==> src/pkg/sll_pkg.sv <==
// Constants, types and register map of the serial link layer transmitter
// ==========================================================================
package sll_pkg;
    // ======================================================================
    // Register map
    localparam logic [11:0] REG_CTRL = 12'h000;
    localparam logic [11:0] REG_CFG = 12'h004;
    localparam logic [11:0] REG_STATUS = 12'h008;
    localparam int CTRL_ENABLE = 0;
    localparam int CTRL_MODE64 = 1;
    localparam int CTRL_SCRAMBLE = 2;
    localparam logic [2:0] CTRL_RST = 3'h0;
    localparam logic [7:0] F_M1_RST = 8'h01;
    localparam logic [7:0] K_M1_RST = 8'h1F;
    // ======================================================================
    // Framing limits
    localparam logic [16:0] FK_MIN = 17'h00011;
    localparam logic [16:0] FK_MAX = 17'h00400;
    localparam int LANE_ALIGNMENT_SEQUENCE_MFS = 4;
    localparam int MB_BLOCKS = 32;
    localparam int EMB_E = 1;
    localparam logic [31:0] HDR_STREAM = 32'h80E88888;
    // ======================================================================
    // Control characters (pre-encoding octet values), scrambler seeds and SYNC reset level
    localparam logic [7:0] K28_0 = 8'h1C;
    localparam logic [7:0] K28_3 = 8'h7C;
    localparam logic [7:0] K28_4 = 8'h9C;
    localparam logic [7:0] K28_5 = 8'hBC;
    localparam logic [7:0] K28_7 = 8'hFC;
    localparam logic [14:0] SCR8_SEED = 15'h7FFF;
    localparam logic [57:0] SCR64_SEED = 58'h3FFFFFFFFFFFFFF;
    localparam logic SYNC_RST = 1'b0;
    // ======================================================================
    // Link states
    typedef enum logic [1:0] {
        ST_IDLE = 2'b00,
        ST_CGS = 2'b01,
        ST_LANE_ALIGNMENT_SEQUENCE = 2'b10,
        ST_DATA = 2'b11
    } sll_state_e;
endpackage

==> src/pkg/sll_enc_if.sv <==
// Octet-to-encoder carrier between the link layer and the 8b/10b encoder
`timescale 1ns/10ps
interface sll_enc_if;
    logic valid;
    logic [7:0] octet;
    logic is_k;
    logic [9:0] code;
    modport enc(input valid, input octet, input is_k, output code);
    modport src(output valid, output octet, output is_k, input code);
endinterface

==> src/verilog/sll_enc8b10b.sv <==
// 8b/10b character encoder with running disparity
`timescale 1ns/10ps
module sll_enc8b10b (
    // Clock and reset
    input wire logic clk_in,
    input wire logic reset_in,
    // Octet in, character out
    sll_enc_if.enc enc
);
    // ======================================================================
    // Code tables, negative-disparity forms, first sent bit is MSB
    localparam logic [5:0] T6 [0:31] = '{
        6'h27, 6'h1D, 6'h2D, 6'h31, 6'h35, 6'h29, 6'h19, 6'h38,
        6'h39, 6'h25, 6'h15, 6'h34, 6'h0D, 6'h2C, 6'h1C, 6'h17,
        6'h1B, 6'h23, 6'h13, 6'h32, 6'h0B, 6'h2A, 6'h1A, 6'h3A,
        6'h33, 6'h26, 6'h16, 6'h36, 6'h0E, 6'h2E, 6'h1E, 6'h2B};
    localparam logic [3:0] T4D [0:7] = '{4'hB, 4'h9, 4'h5, 4'hC, 4'hD, 4'hA, 4'h6, 4'hE};
    localparam logic [3:0] T4K [0:7] = '{4'hB, 4'h6, 4'hA, 4'hC, 4'hD, 4'h5, 4'h9, 4'h7};
    localparam logic [5:0] K28_6B = 6'h0F;
    localparam logic [3:0] ALT7 = 4'h7;

    logic rd;
    logic [9:0] code;
    wire [4:0] lo = enc.octet[4:0];
    wire [2:0] hi = enc.octet[7:5];
    wire [5:0] c6_m = enc.is_k ? K28_6B : T6[lo];
    wire flip6 = rd && (($countones(c6_m) != 3) || (!enc.is_k && lo == 5'h07));
    wire [5:0] c6 = flip6 ? ~c6_m : c6_m;
    wire rd6 = ($countones(c6) != 3) ? ~rd : rd;
    // Alternate 7 avoids a run of five equal bits across the sub-blocks
    wire alt7 = !enc.is_k && hi == 3'h7 &&
        ((!rd6 && (lo == 5'h11 || lo == 5'h12 || lo == 5'h14)) ||
         (rd6 && (lo == 5'h0B || lo == 5'h0D || lo == 5'h0E)));
    wire [3:0] c4_m = enc.is_k ? T4K[hi] : (alt7 ? ALT7 : T4D[hi]);
    wire flip4 = rd6 && (enc.is_k || ($countones(c4_m) != 2) || hi == 3'h3);
    wire [3:0] c4 = flip4 ? ~c4_m : c4_m;
    wire rd4 = ($countones(c4) != 2) ? ~rd6 : rd6;

    always_ff @(posedge clk_in) begin
        if (reset_in) begin
            rd <= 1'b0;
            code <= 10'h000;
        end else if (enc.valid) begin
            rd <= rd4;
            code <= {c6, c4};
        end
    end

    assign enc.code = code;
endmodule // sll_enc8b10b

==> src/verilog/sll_link_tx.sv <==
// Transmit link layer: 8b/10b link start-up and 64b/66b block framing
`timescale 1ns/10ps
module sll_link_tx (
    // Clock and reset
    input wire logic clk_in,
    input wire logic reset_in,
    // APB slave
    input wire logic psel_in,
    input wire logic penable_in,
    input wire logic pwrite_in,
    input wire logic [11:0] paddr_in,
    input wire logic [31:0] pwdata_in,
    output logic [31:0] prdata_out,
    output logic pready_out,
    output logic pslverr_out,
    // Link control pins
    input wire logic sync_n_in,
    input wire logic sysref_in,
    // Transport octet stream
    input wire logic [7:0] octet_in,
    input wire logic octet_valid_in,
    output logic octet_ready_out,
    // Encoded outputs
    output logic [9:0] char_out,
    output logic char_valid_out,
    output logic [0:65] block_out,
    output logic block_valid_out
);
    // ======================================================================
    // Functions
    function automatic logic [22:0] scr8(input logic [14:0] s, input logic [7:0] d);
        logic [14:0] st;
        logic [7:0] o;
        st = s;
        o = 8'h00;
        for (int i = 7; i >= 0; i--) begin
            o[i] = d[i] ^ st[13] ^ st[14];
            st = {st[13:0], o[i]};
        end
        return {st, o};
    endfunction

    function automatic logic [121:0] scr64(input logic [57:0] s, input logic [0:63] d);
        logic [57:0] st;
        logic [0:63] o;
        st = s;
        o = 64'h0;
        for (int i = 0; i < 64; i++) begin
            o[i] = d[i] ^ st[38] ^ st[57];
            st = {st[56:0], o[i]};
        end
        return {st, o};
    endfunction

    // ======================================================================
    // Registers
    logic ctrl_en;
    logic ctrl_m64;
    logic ctrl_scr;
    logic [7:0] f_m1;
    logic [7:0] k_m1;
    logic [31:0] rdata;
    sll_pkg::sll_state_e state;
    sll_pkg::sll_state_e next_state;
    logic [1:0] lane_alignment_sequence_mf;
    logic [9:0] multiframe_boundary_counter_cnt;
    logic [7:0] fpos;
    logic [7:0] ext_cnt;
    logic [2:0] sync_sh;
    logic [2:0] sref_sh;
    logic sync_lvl;
    logic sref_lvl;
    logic [7:0] prev_last;
    logic [14:0] scr8_st;
    logic [57:0] scr64_st;
    logic [0:55] blk_buf;

    // ======================================================================
    // APB decode, zero wait states
    wire setup = psel_in && !penable_in;
    wire access = psel_in && penable_in;
    wire hit_ctrl = paddr_in == sll_pkg::REG_CTRL;
    wire hit_cfg = paddr_in == sll_pkg::REG_CFG;
    wire hit_stat = paddr_in == sll_pkg::REG_STATUS;
    wire hit = hit_ctrl || hit_cfg || hit_stat;
    wire wr = access && pwrite_in && hit;
    assign pready_out = 1'b1;
    assign pslverr_out = access && !hit;
    assign prdata_out = rdata;

    // K range check: F*K between 17 and 1024, K up to 256 by width
    wire [16:0] fk = 17'(({1'b0, f_m1} + 9'h001) * ({1'b0, k_m1} + 9'h001));
    wire param_err = (fk < sll_pkg::FK_MIN) || (fk > sll_pkg::FK_MAX);
    wire [9:0] fk_last = 10'(fk - 17'h00001);

    wire [31:0] stat_word = {6'h00, multiframe_boundary_counter_cnt, ext_cnt, 4'h0, param_err, sync_lvl, state};
    wire [31:0] rd_mux = hit_ctrl ? {29'h0, ctrl_scr, ctrl_m64, ctrl_en} :
                         hit_cfg ? {16'h0, k_m1, f_m1} :
                         hit_stat ? stat_word : 32'h0;

    always_ff @(posedge clk_in) begin
        if (reset_in) begin
            {ctrl_scr, ctrl_m64, ctrl_en} <= sll_pkg::CTRL_RST;
            f_m1 <= sll_pkg::F_M1_RST;
            k_m1 <= sll_pkg::K_M1_RST;
            rdata <= 32'h0;
        end else begin
            if (setup) begin
                rdata <= rd_mux;
            end
            if (wr && hit_ctrl) begin
                ctrl_en <= pwdata_in[sll_pkg::CTRL_ENABLE];
                ctrl_m64 <= pwdata_in[sll_pkg::CTRL_MODE64];
                ctrl_scr <= pwdata_in[sll_pkg::CTRL_SCRAMBLE];
            end
            if (wr && hit_cfg) begin
                f_m1 <= pwdata_in[7:0];
                k_m1 <= pwdata_in[15:8];
            end
        end
    end

    // ======================================================================
    // Pin synchronisers, level accepted when stages two and three agree
    wire sync_agree = sync_sh[1] == sync_sh[2];
    wire sref_agree = sref_sh[1] == sref_sh[2];
    wire sref_edge = sref_agree && sref_sh[2] && !sref_lvl;

    always_ff @(posedge clk_in) begin
        if (reset_in) begin
            sync_sh <= 3'h0;
            sref_sh <= 3'h0;
            sync_lvl <= sll_pkg::SYNC_RST;
            sref_lvl <= 1'b0;
        end else begin
            sync_sh <= {sync_sh[1:0], sync_n_in};
            sref_sh <= {sref_sh[1:0], sysref_in};
            if (sync_agree) begin
                sync_lvl <= sync_sh[2];
            end
            if (sref_agree) begin
                sref_lvl <= sref_sh[2];
            end
        end
    end

    // ======================================================================
    // Multiframe and extended multiblock counters
    wire mf_last = multiframe_boundary_counter_cnt == fk_last;
    wire frame_last = fpos == f_m1;

    always_ff @(posedge clk_in) begin
        if (reset_in || sref_edge) begin
            multiframe_boundary_counter_cnt <= 10'h000;
            fpos <= 8'h00;
            ext_cnt <= 8'h00;
        end else begin
            multiframe_boundary_counter_cnt <= mf_last ? 10'h000 : multiframe_boundary_counter_cnt + 10'h001;
            fpos <= (frame_last || mf_last) ? 8'h00 : fpos + 8'h01;
            ext_cnt <= ext_cnt + 8'h01;
        end
    end

    // ======================================================================
    // Link start-up state machine
    wire m8 = ctrl_en && !ctrl_m64;
    wire m64 = ctrl_en && ctrl_m64;

    always_comb begin
        next_state = state;
        case (state)
            sll_pkg::ST_IDLE: begin
                next_state = sll_pkg::ST_CGS;
            end
            sll_pkg::ST_CGS: begin
                if (sync_lvl && mf_last) begin
                    next_state = sll_pkg::ST_LANE_ALIGNMENT_SEQUENCE;
                end
            end
            sll_pkg::ST_LANE_ALIGNMENT_SEQUENCE: begin
                if (mf_last && lane_alignment_sequence_mf == 2'(sll_pkg::LANE_ALIGNMENT_SEQUENCE_MFS - 1)) begin
                    next_state = sll_pkg::ST_DATA;
                end
            end
            sll_pkg::ST_DATA: begin
                next_state = sll_pkg::ST_DATA;
            end
            default: begin
                next_state = sll_pkg::ST_IDLE;
            end
        endcase
        if (!m8) begin
            next_state = sll_pkg::ST_IDLE;
        end else if (!sync_lvl) begin
            next_state = sll_pkg::ST_CGS;
        end
    end

    always_ff @(posedge clk_in) begin
        if (reset_in) begin
            state <= sll_pkg::ST_IDLE;
            lane_alignment_sequence_mf <= 2'h0;
        end else begin
            state <= next_state;
            lane_alignment_sequence_mf <= (state != sll_pkg::ST_LANE_ALIGNMENT_SEQUENCE) ? 2'h0 : lane_alignment_sequence_mf + 2'(mf_last);
        end
    end

    // ======================================================================
    // Alignment sequence content, never scrambled
    wire cfg_mf = lane_alignment_sequence_mf == 2'h1;
    wire lane_alignment_sequence_k = multiframe_boundary_counter_cnt == 10'h000 || mf_last || (cfg_mf && multiframe_boundary_counter_cnt == 10'h001);
    wire [7:0] lane_alignment_sequence_cfg = (multiframe_boundary_counter_cnt == 10'h002) ? f_m1 :
                          (multiframe_boundary_counter_cnt == 10'h003) ? k_m1 : {7'h00, ctrl_scr};
    wire [7:0] lane_alignment_sequence_oct = (multiframe_boundary_counter_cnt == 10'h000) ? sll_pkg::K28_0 :
                          mf_last ? sll_pkg::K28_3 :
                          (cfg_mf && multiframe_boundary_counter_cnt == 10'h001) ? sll_pkg::K28_4 :
                          (cfg_mf && multiframe_boundary_counter_cnt < 10'h005) ? lane_alignment_sequence_cfg :
                          multiframe_boundary_counter_cnt[7:0];

    // ======================================================================
    // User data, optional scrambling and alignment characters
    wire [7:0] din = octet_valid_in ? octet_in : 8'h00;
    wire [22:0] s8 = scr8(scr8_st, din);
    wire [7:0] dval = ctrl_scr ? s8[7:0] : din;
    wire rep = frame_last && dval == prev_last;
    wire a_sub = ctrl_scr ? (mf_last && dval == sll_pkg::K28_3) : (rep && mf_last);
    wire f_sub = ctrl_scr ? (frame_last && dval == sll_pkg::K28_7) : (rep && !mf_last);
    wire [7:0] data_oct = a_sub ? sll_pkg::K28_3 :
                          f_sub ? sll_pkg::K28_7 : dval;
    wire in_data = state == sll_pkg::ST_DATA;
    wire in_lane_alignment_sequence = state == sll_pkg::ST_LANE_ALIGNMENT_SEQUENCE;
    wire in_cgs = state == sll_pkg::ST_CGS;

    always_ff @(posedge clk_in) begin
        if (reset_in) begin
            prev_last <= 8'h00;
            scr8_st <= sll_pkg::SCR8_SEED;
        end else begin
            if (in_data && frame_last) begin
                prev_last <= dval;
            end
            scr8_st <= (in_data && ctrl_scr) ? s8[22:8] : sll_pkg::SCR8_SEED;
        end
    end

    // ======================================================================
    // Character encoder
    sll_enc_if enc_if();
    assign enc_if.valid = m8 && state != sll_pkg::ST_IDLE;
    assign enc_if.is_k = in_cgs || (in_lane_alignment_sequence && lane_alignment_sequence_k) || (in_data && (a_sub || f_sub));
    assign enc_if.octet = in_cgs ? sll_pkg::K28_5 : in_lane_alignment_sequence ? lane_alignment_sequence_oct : data_oct;
    assign char_out = enc_if.code;
    assign octet_ready_out = in_data || m64;

    sll_enc8b10b u_enc (
        .clk_in(clk_in),
        .reset_in(reset_in),
        .enc(enc_if)
    );

    // ======================================================================
    // 64b/66b block framing, scrambler always on in this mode
    wire [0:63] blk_raw = {blk_buf, din};
    wire [121:0] s64 = scr64(scr64_st, blk_raw);
    wire blk_end = ext_cnt[2:0] == 3'h7;
    wire hdr_bit = sll_pkg::HDR_STREAM[ext_cnt[7:3]];
    wire [0:1] hdr = hdr_bit ? 2'b01 : 2'b10;

    always_ff @(posedge clk_in) begin
        if (reset_in) begin
            blk_buf <= 56'h0;
            scr64_st <= sll_pkg::SCR64_SEED;
            block_out <= 66'h0;
            block_valid_out <= 1'b0;
            char_valid_out <= 1'b0;
        end else begin
            char_valid_out <= enc_if.valid;
            block_valid_out <= m64 && blk_end;
            if (m64) begin
                blk_buf <= {blk_buf[8:55], din};
            end
            if (m64 && blk_end) begin
                scr64_st <= s64[121:64];
                block_out <= {hdr, s64[63:0]};
            end
        end
    end
endmodule // sll_link_tx

==> config.mk <==
export PLATFORM = sky130hd
export DESIGN_NAME = sll_link_tx
export DESIGN_NICKNAME = d
export VERILOG_FILES = /design/src/pkg/sll_pkg.sv /design/src/pkg/sll_enc_if.sv /design/src/verilog/sll_enc8b10b.sv /design/src/verilog/sll_link_tx.sv
export SDC_FILE = /design/constraint.sdc
export NUM_CORES = 1
export LEC_CHECK = 0
export CELL_PAD_IN_SITES_DETAIL_PLACEMENT = 0
export CELL_PAD_IN_SITES_GLOBAL_PLACEMENT = 1
export CORE_UTILIZATION = 50
export DETAILED_ROUTE_END_ITERATION = 10
export DONT_BUFFER_PORTS = 1
export PLACE_DENSITY_LB_ADDON = 0.1
export SYNTH_ARGS = -nofsm -noshare
export SYNTH_HDL_FRONTEND = slang
export SYNTH_SLANG_ARGS = --single-unit
==> constraint.sdc <==
create_clock -name clk_in -period 21.4 [get_ports clk_in]
set_input_delay 2.14 -clock clk_in [delete_from_list [all_inputs] [get_ports clk_in]]
set_output_delay 2.14 -clock clk_in [all_outputs]
set_load 0.03 [all_outputs]
==> results of run 1 <==
==> per-stage QoR <==
stage	power, mW	hold slack (ns)	setup WS (ns)	instance area (um2)
finish	1.24	0.405	4.39	18300
global route	1.29	0.428	3.24	18300
CTS	1.26	0.410	4.46	18300
detailed placement	0.677	0.397	4.53	17100
global placement	0.674	0.389	4.77	17100
floorplan	0.664	0.386	7.55	17000
==> power by group through the flow <==
stage | combinational (mW) | sequential [mW] | clock (mW)
2_1_floorplan | 0.0891 | 0.575 | 0
3_3_place_gp | 0.0979 | 0.576 | 0
3_5_place_dp | 0.100 | 0.577 | 0
4_1_cts | 0.101 | 0.564 | 0.590
5_1_grt | 0.114 | 0.564 | 0.612
6_report | 0.101 | 0.564 | 0.576
==> cell usage in the layout (no fill, tap or decap), drive strengths merged, types with 13 or more instances in the layout <==
| cell type | instances |
|---|---|
| xnor2 | 124 |
| nand2b | 28 |
| fa | 54 |
| nor3 | 17 |
| nand2 | 239 |
| clkbuf | 50 |
| inv | 88 |
| dfxtp | 300 |
| ha | 67 |
| nand3 | 43 |
| nor2 | 271 |
| a211oi | 13 |
| and3 | 18 |
| a22oi | 19 |
| nor2b | 23 |
| o21ai | 35 |
| mux2i | 26 |
| or2 | 15 |
| and2 | 25 |
| a211o | 58 |
| a21oi | 172 |
| xor2 | 101 |
==> path summary, 6_finish.rpt <==
check | start | end | slack [ns] | cells past startpoint
setup / recovery | f_m1[0]$_SDFFE_PP1P_ | u_enc.rd$_SDFFE_PP0P_ | 4.39 | 57
hold / removal | scr8_st[5]$_SDFF_PP1_ | scr8_st[13]$_SDFF_PP1_ | 0.41 | 1
setup reg to reg | f_m1[0]$_SDFFE_PP1P_ | u_enc.rd$_SDFFE_PP0P_ | 4.39 | 57
hold reg to reg | scr8_st[5]$_SDFF_PP1_ | scr8_st[13]$_SDFF_PP1_ | 0.41 | 1
==> per-layer routing <==
layer  up-vias  GRT usage [%]
li1       6590              -
met1      6432           31.1
met2       279           44.5
met3        94           3.67
met4         0           12.2
met5         -              0
==> final cells by class <==
| class | count | area [um2] | area share (%) |
|---|---|---|---|
| inverters | 86 | 323 | 1.77 |
| repair buffers | 5 | 37.5 | 0.205 |
| clock buffers | 50 | 1010 | 5.54 |
| well taps | 448 | 561 | 3.07 |
| flip-flops and latches | 300 | 6010 | 32.9 |
| clock inverters | 12 | 113 | 0.616 |
| multi-input cells | 1504 | 10200 | 55.9 |
==> worst max-delay path, delay by kind of cell (launching register included) <==
kind / cells / cell delay, ns
AO/OA/AOI/OAI: 11 / 3.49
XOR/XNOR: 6 / 2.44
adder cells (fa/ha/maj): 16 / 6.03
buffers and inverters: 6 / 0.48
flip-flops: 1 / 0.78
multiplexers: 2 / 0.36
AND/OR/NAND/NOR: 16 / 3.34
==> logic make-up (layout without fill, tap and decap cells) <==
kind of cell	Yosys count	in the layout	synth area share (%)
AO/OA/AOI/OAI	387	387	15.1
buffers and inverters	203	153	4.84
other	2	7	0.0442
AND/OR/NAND/NOR	731	731	19.5
flip-flops	300	300	35.3
multiplexers	28	28	1.66
XOR/XNOR	230	230	12.3
adder cells (fa/ha/maj)	121	121	11.3
==> registers in the layout (all words and copies together) (netlist names), 10 cells and up <==
name,flops
scr8_st,15
u_enc.enc.code,10
blk_buf,56
scr64_st,58
block_out,66
prdata_out,26
multiframe_boundary_counter_cnt,10
==> key figures, run 1 <==
Die
  • Core ar.: 33,500 um2
  • Initial Util: 50.7%
  • Die area: 34,700 um2
  • Top Ports: 173
  • Die Span X: 186 um
  • Die H: 186 um
  • Row count: 67

Synth
  • Top FF cell, synth: dfxtp_1
  • Ranking of synthesized cells by instance count: dfxtp_1 (300), nor2_1 (269), nand2_1 (238)
  • Ranking of synthesized cells by area: dfxtp_1 (35%), xnor2_1 (6.4%), fa_1 (6.4%), nor2_1 (5.9%), nand2_1 (5.3%)
  • Synth Cell Area: 17,000 um2
  • Share of the synthesized area in the top cell type: 35.3%
  • Most frequent cell after synthesis: dfxtp_1
  • Yosys top cell by area: dfxtp_1
  • Synthesis Warnings: 0
  • Synth Area per Inst: 8.49 um2
  • Gate Count Post-Synth: 2,002
  • Unique masters post-synth: 81
  • Synth Register Bits: 300
  • Ys async rst share: 0%
  • Register area share after synthesis: 35.3%
  • Post-synth EDFFs: 0

Clocking
  • Clk buf depth: 3
  • Clock Root Buffer: clkbuf_16
  • CTS H-tree depth: 2
  • Worst skew pair latency: 0.53 ns
  • Post-cts resize count: 0
  • CTS Sinks: 300
  • Clock slew at reported path FFs: 0.06 ns
  • Setup bufs post-CTS: 0
  • Hold buffers post-CTS: 0
  • CTS tree: yes
  • Number of CTS-inserted buffers: 35

Run status
  • Violated checks: design-rule violations
  • Outcome: finished with violations

GRT
  • First-pass GRT wire length: 71.2 mm
  • Largest net degree at the start of global routing: 261
  • Total gr overflow: 0
  • Initial antenna violation count: 0
  • Vias in the first global route: 12,900
  • Gr usage total: 25.6%

Route
  • Met3 WL: 1.74 mm
  • DRT Pass-1 Iters: 8
  • Vias: 13,400
  • WL per Instance: 18.6 um
  • Highest metal layer with signal wires: met4
  • ANT nets after route: 0
  • Initial DRC Count: 805
  • # DRC: 2
  • Drt via density: 5.57
  • Post-Route WL: 44.6 mm
  • Met1 Routed Length: 18.9 mm
  • WL met2: 22.0 mm

Placed design
  • Gpl congestion: 0.832
  • Port bufs: 0
  • Placed cells: 2,343
  • Dpl hpwl: 32.8 mm

Pwr
  • Power density cells: 67.9 nW/um2
  • Int Pwr: 0.936 mW
  • Logic pwr share: 8.1%
  • Clk pwr share: 46.4%
  • Leakage Power: 7.01 nW
  • Switch share: 24.6%
  • Peak supply drop: 0.0698 mV
  • Flop pwr share: 45.5%
  • Sw Pwr: 0.305 mW

Cells and area
  • Finished Layout Cells: 2,405
  • Layout fillers: 3,201
  • Final Util: 54.5%
  • Ant diodes: 0
  • Nets: 2,113
  • Synth-to-layout area growth: 7.45%
  • Fraction of layout cells with a size suffix above 1: 5.01%

Timing
  • Max Freq: 58.8 MHz
  • Final min period: 17.01 ns
  • Hold violation total from the final report: 0
  • Max Slew Vio Count: 0
  • Setup_tns: 0 ns
  • Period utilisation layout: 79.5%
  • Skew final: 0.0118 ns
  • Slew HR: 24.7%
  • Worst-Margin Slew: 1.13 ns
  • Final setup vio count: 0
  • RSZ-0062 raised after global routing: no

Worst setup path
  • Slowest-stage cell, CP: a32oi_1
  • Critical Path RT: 21.87 ns
  • CP Class: reg -> reg
  • Worst setup SP type: flip-flop
  • Slowest stage delay, CP: 0.80 ns
  • CP Max Fanout: 18
  • WP data arrival: 17.48 ns
  • CP endpoint kind: flip-flop

Min path
  • Worst Hold Class: reg -> reg

Run
  • Max-Cap Viols: 0
No activity file was read; power rests on OpenSTA's default activity.
==> run 2: changes to the inputs <==
- ABC_AREA: default -> 1
- CORE_UTILIZATION: 50 -> 47
- clock period: 21.4 -> 16.5 ns (I/O delays scaled with it)
==> run 2 against run 1 <==
Against the previous run:
- the flow now finishes without violations
- clock-buffer cell count unchanged
- flip-flop and latch count unchanged
- largest cell class unchanged
- die area up 6.3%
- cell count up 15%
- combinational power up 29%
==> key figures, run 2 <==
Timing
  • Hold violation total from the final report: 0 (unchanged)
  • Max Slew Vio Count: 0 (unchanged)
  • Final min period: 13.90 ns (-3.11 ns)
  • Final setup vio count: 0 (unchanged)
  • Period utilisation layout: 84.2% (+4.7 points)
  • Worst-Margin Slew: 1.01 ns (-0.113 ns)
  • Setup_tns: 0 ns (unchanged)
  • Slew HR: 32.4% (+7.6 points)
  • Skew final: 0.0293 ns (+0.0175 ns)
  • Max Freq: 71.9 MHz (+22%)
  • RSZ-0062 raised after global routing: no

Worst setup path
  • CP endpoint kind: flip-flop
  • Flop2flop setup slack: 2.60 ns (-1.79 ns)
  • Critical Path Most Common Cell: nand2_1
  • Slowest-stage cell, CP: dfxtp_1
  • Worst setup SP type: flip-flop
  • CP Class: reg -> reg
  • Slowest stage delay, CP: 0.63 ns (-0.17 ns)
  • WP data arrival: 14.30 ns (-3.18 ns)
  • Critical Path RT: 16.91 ns (-4.96 ns)
  • CP Max Fanout: 10 (-8)

Route
  • Initial DRC Count: 1,038 (+29%)
  • # DRC: 0 (-2)
  • ANT nets after route: 0 (unchanged)
  • DRT Pass-1 Iters: 6 (-2)
  • Drt via density: 5.27 (-5.3%)
  • Post-Route WL: 48.3 mm (+8.1%)
  • WL per Instance: 17.4 um (-6.4%)
  • Vias: 14,600 (+9.3%)

Placed design
  • Dpl hpwl: 36.2 mm (+10%)
  • Port bufs: 0 (unchanged)
  • Gpl congestion: 0.876 (+5.4%)

Synth
  • Synthesis Warnings: 0 (unchanged)
  • Ranking of synthesized cells by area: dfxtp_1 (35%), nand2_1 (12%), fa_1 (6.4%), a21oi_1 (6.2%), inv_1 (5.7%)
  • Synth Area per Inst: 7.31 um2 (-14%)
  • Top FF cell, synth: dfxtp_1
  • Share of the synthesized area in the top cell type: 35.3% (about the same)
  • Synth Cell Area: 17,000 um2 (about the same)
  • Unique masters post-synth: 53 (-35%)
  • Synth Register Bits: 300 (unchanged)
  • Ys async rst share: 0% (unchanged)
  • Register area share after synthesis: 35.3% (about the same)
  • Yosys top cell by area: dfxtp_1
  • Ranking of synthesized cells by instance count: nand2_1 (525), dfxtp_1 (300), inv_1 (259)
  • Gate Count Post-Synth: 2,325 (+16%)
  • Post-synth EDFFs: 0 (unchanged)
  • Most frequent cell after synthesis: nand2_1

Clocking
  • Number of CTS-inserted buffers: 35 (unchanged)
  • Post-cts resize count: 0 (unchanged)
  • Setup bufs post-CTS: 0 (unchanged)
  • Clk buf depth: 3 (unchanged)
  • CTS Sinks: 300 (unchanged)
  • Hold buffers post-CTS: 0 (unchanged)
  • CTS H-tree depth: 2 (unchanged)
  • CTS tree: yes
  • Clock Root Buffer: clkbuf_16
  • Clock slew at reported path FFs: 0.06 ns (about the same)
  • Worst skew pair latency: 0.53 ns (about the same)

GRT
  • Vias in the first global route: 13,600 (+4.9%)
  • First-pass GRT wire length: 75.0 mm (+5.3%)
  • Total gr overflow: 0 (unchanged)
  • Gr usage total: 26.3% (+0.71 points)
  • Initial antenna violation count: 0 (unchanged)
  • Largest net degree at the start of global routing: 159 (-39%)

Pwr
  • Tot Pwr: 1.61 mW (+30%)
  • Peak supply drop: 0.0758 mV (+8.7%)
  • Leakage Power: 7.90 nW (+13%)
  • Power density cells: 87.4 nW/um2 (+29%)

Cells and area
  • Nets: 2,471 (+17%)
  • Register area: 6010 um2 (unchanged)
  • Ant diodes: 0 (unchanged)
  • Largest regs: block_out (66), scr64_st (58), blk_buf (56)
  • Top reg by flops: block_out
  • Most frequent cells in the layout: nand2_1 (524), dfxtp_1 (300), nor2_1 (258)
  • Most common cell after layout, fill and taps aside: nand2_1
  • Fraction of layout cells with a size suffix above 1: 6.09% (+1.1 points)
  • Synth-to-layout area growth: 8.37%
  • Multi-input gate area: 9630 um2 (-5.8%)
  • Max FFs per register: 66 (unchanged)
  • Layout fillers: 3,605 (+13%)

Die
  • Row count: 69 (+3.0%)
  • Core ar.: 35,600 um2 (+6.1%)
  • Top Ports: 173 (unchanged)
  • Initial Util: 47.8% (-2.9 points)
  • Die area: 36,900 um2 (+6.3%)
  • Die Span X: 192 um (+3.1%)
  • Die H: 192 um (+3.1%)

Run
  • Max-Cap Viols: 0 (unchanged)

Run status
  • Outcome: finished clean

Min path
  • Worst Hold Class: reg -> reg
## run 2: stage by stage
stage / std cells / cell area (um2) / hold slack, ns / utilization, % / setup WS, ns
final: 2777 / 18400 / 0.405 / 51.8 / 2.60
after global routing: 2777 / 18400 / 0.424 / 51.8 / 1.37
after CTS: 2777 / 18400 / 0.408 / 51.8 / 2.62
after detailed placement: 2714 / 17300 / 0.398 / 48.6 / 2.62
after global placement: 2714 / 17300 / 0.392 / 48.6 / 2.86
after floorplan: 2330 / 17000 / 0.388 / - / 4.59
## run 2: routing by layer
metal  global-route usage [%]  wire [um]  vias to the layer above
li1                         -          -                     7319
met5                        0          0                        -
met3                     5.41       3100                       63
met2                     42.0      21500                      366
met1                     36.1      22600                     6895
met4                     6.51       1030                        0
## run 2: worst paths after layout
kind / startpoint / end / depth (start not counted)
worst max-delay path: f_m1[0]$_SDFFE_PP1P_ / u_enc.rd$_SDFFE_PP0P_ / 72
worst min-delay path: sref_sh[0]$_SDFF_PP0_ / sref_sh[1]$_SDFF_PP0_ / 2
worst max register to register: f_m1[0]$_SDFFE_PP1P_ / u_enc.rd$_SDFFE_PP0P_ / 72
worst min register to register: sref_sh[0]$_SDFF_PP0_ / sref_sh[1]$_SDFF_PP0_ / 2
## run 2: area by class of cell
type / instances / share of cell area, %
clock buffer: 50 / 5.55
clock inverter: 13 / 0.516
inverter: 271 / 5.54
multi-input combinational: 1673 / 52.3
sequential: 300 / 32.6
tap: 461 / 3.13
timing repair buffer: 9 / 0.367
## run 2: cells by family (layout without fill, tap and decap cells)
family,after synthesis,count (layout),synth area share (%)
DFF,300,300,35.3
AOI/OAI and AO/OA,381,381,11.9
and+or+nand+nor,1014,1014,25.5
adders and majority gates,121,121,11.3
other,2,7,0.0442
xor gates and xnor gates,150,150,7.82
buffers and inverters,357,343,8.17
## run 2: report_power, final
| part | leakage (nW) | switching [mW] | internal, mW |
|---|---|---|---|
| clock network | 0.560 | 0.314 | 0.434 |
| logic | 4.92 | 0.0867 | 0.0438 |
| registers | 2.42 | 0.00448 | 0.728 |
## run 2: critical path: cells and delay by family, from the launching register on
kind                     cells  cell delay [ns]
AO/OA/AOI/OAI                7             0.85
adder cells (fa/ha/maj)     15             5.80
AND/OR/NAND/NOR             37             4.73
buffers and inverters       10             0.96
flip-flops                   1             0.63
XOR/XNOR                     3             0.83
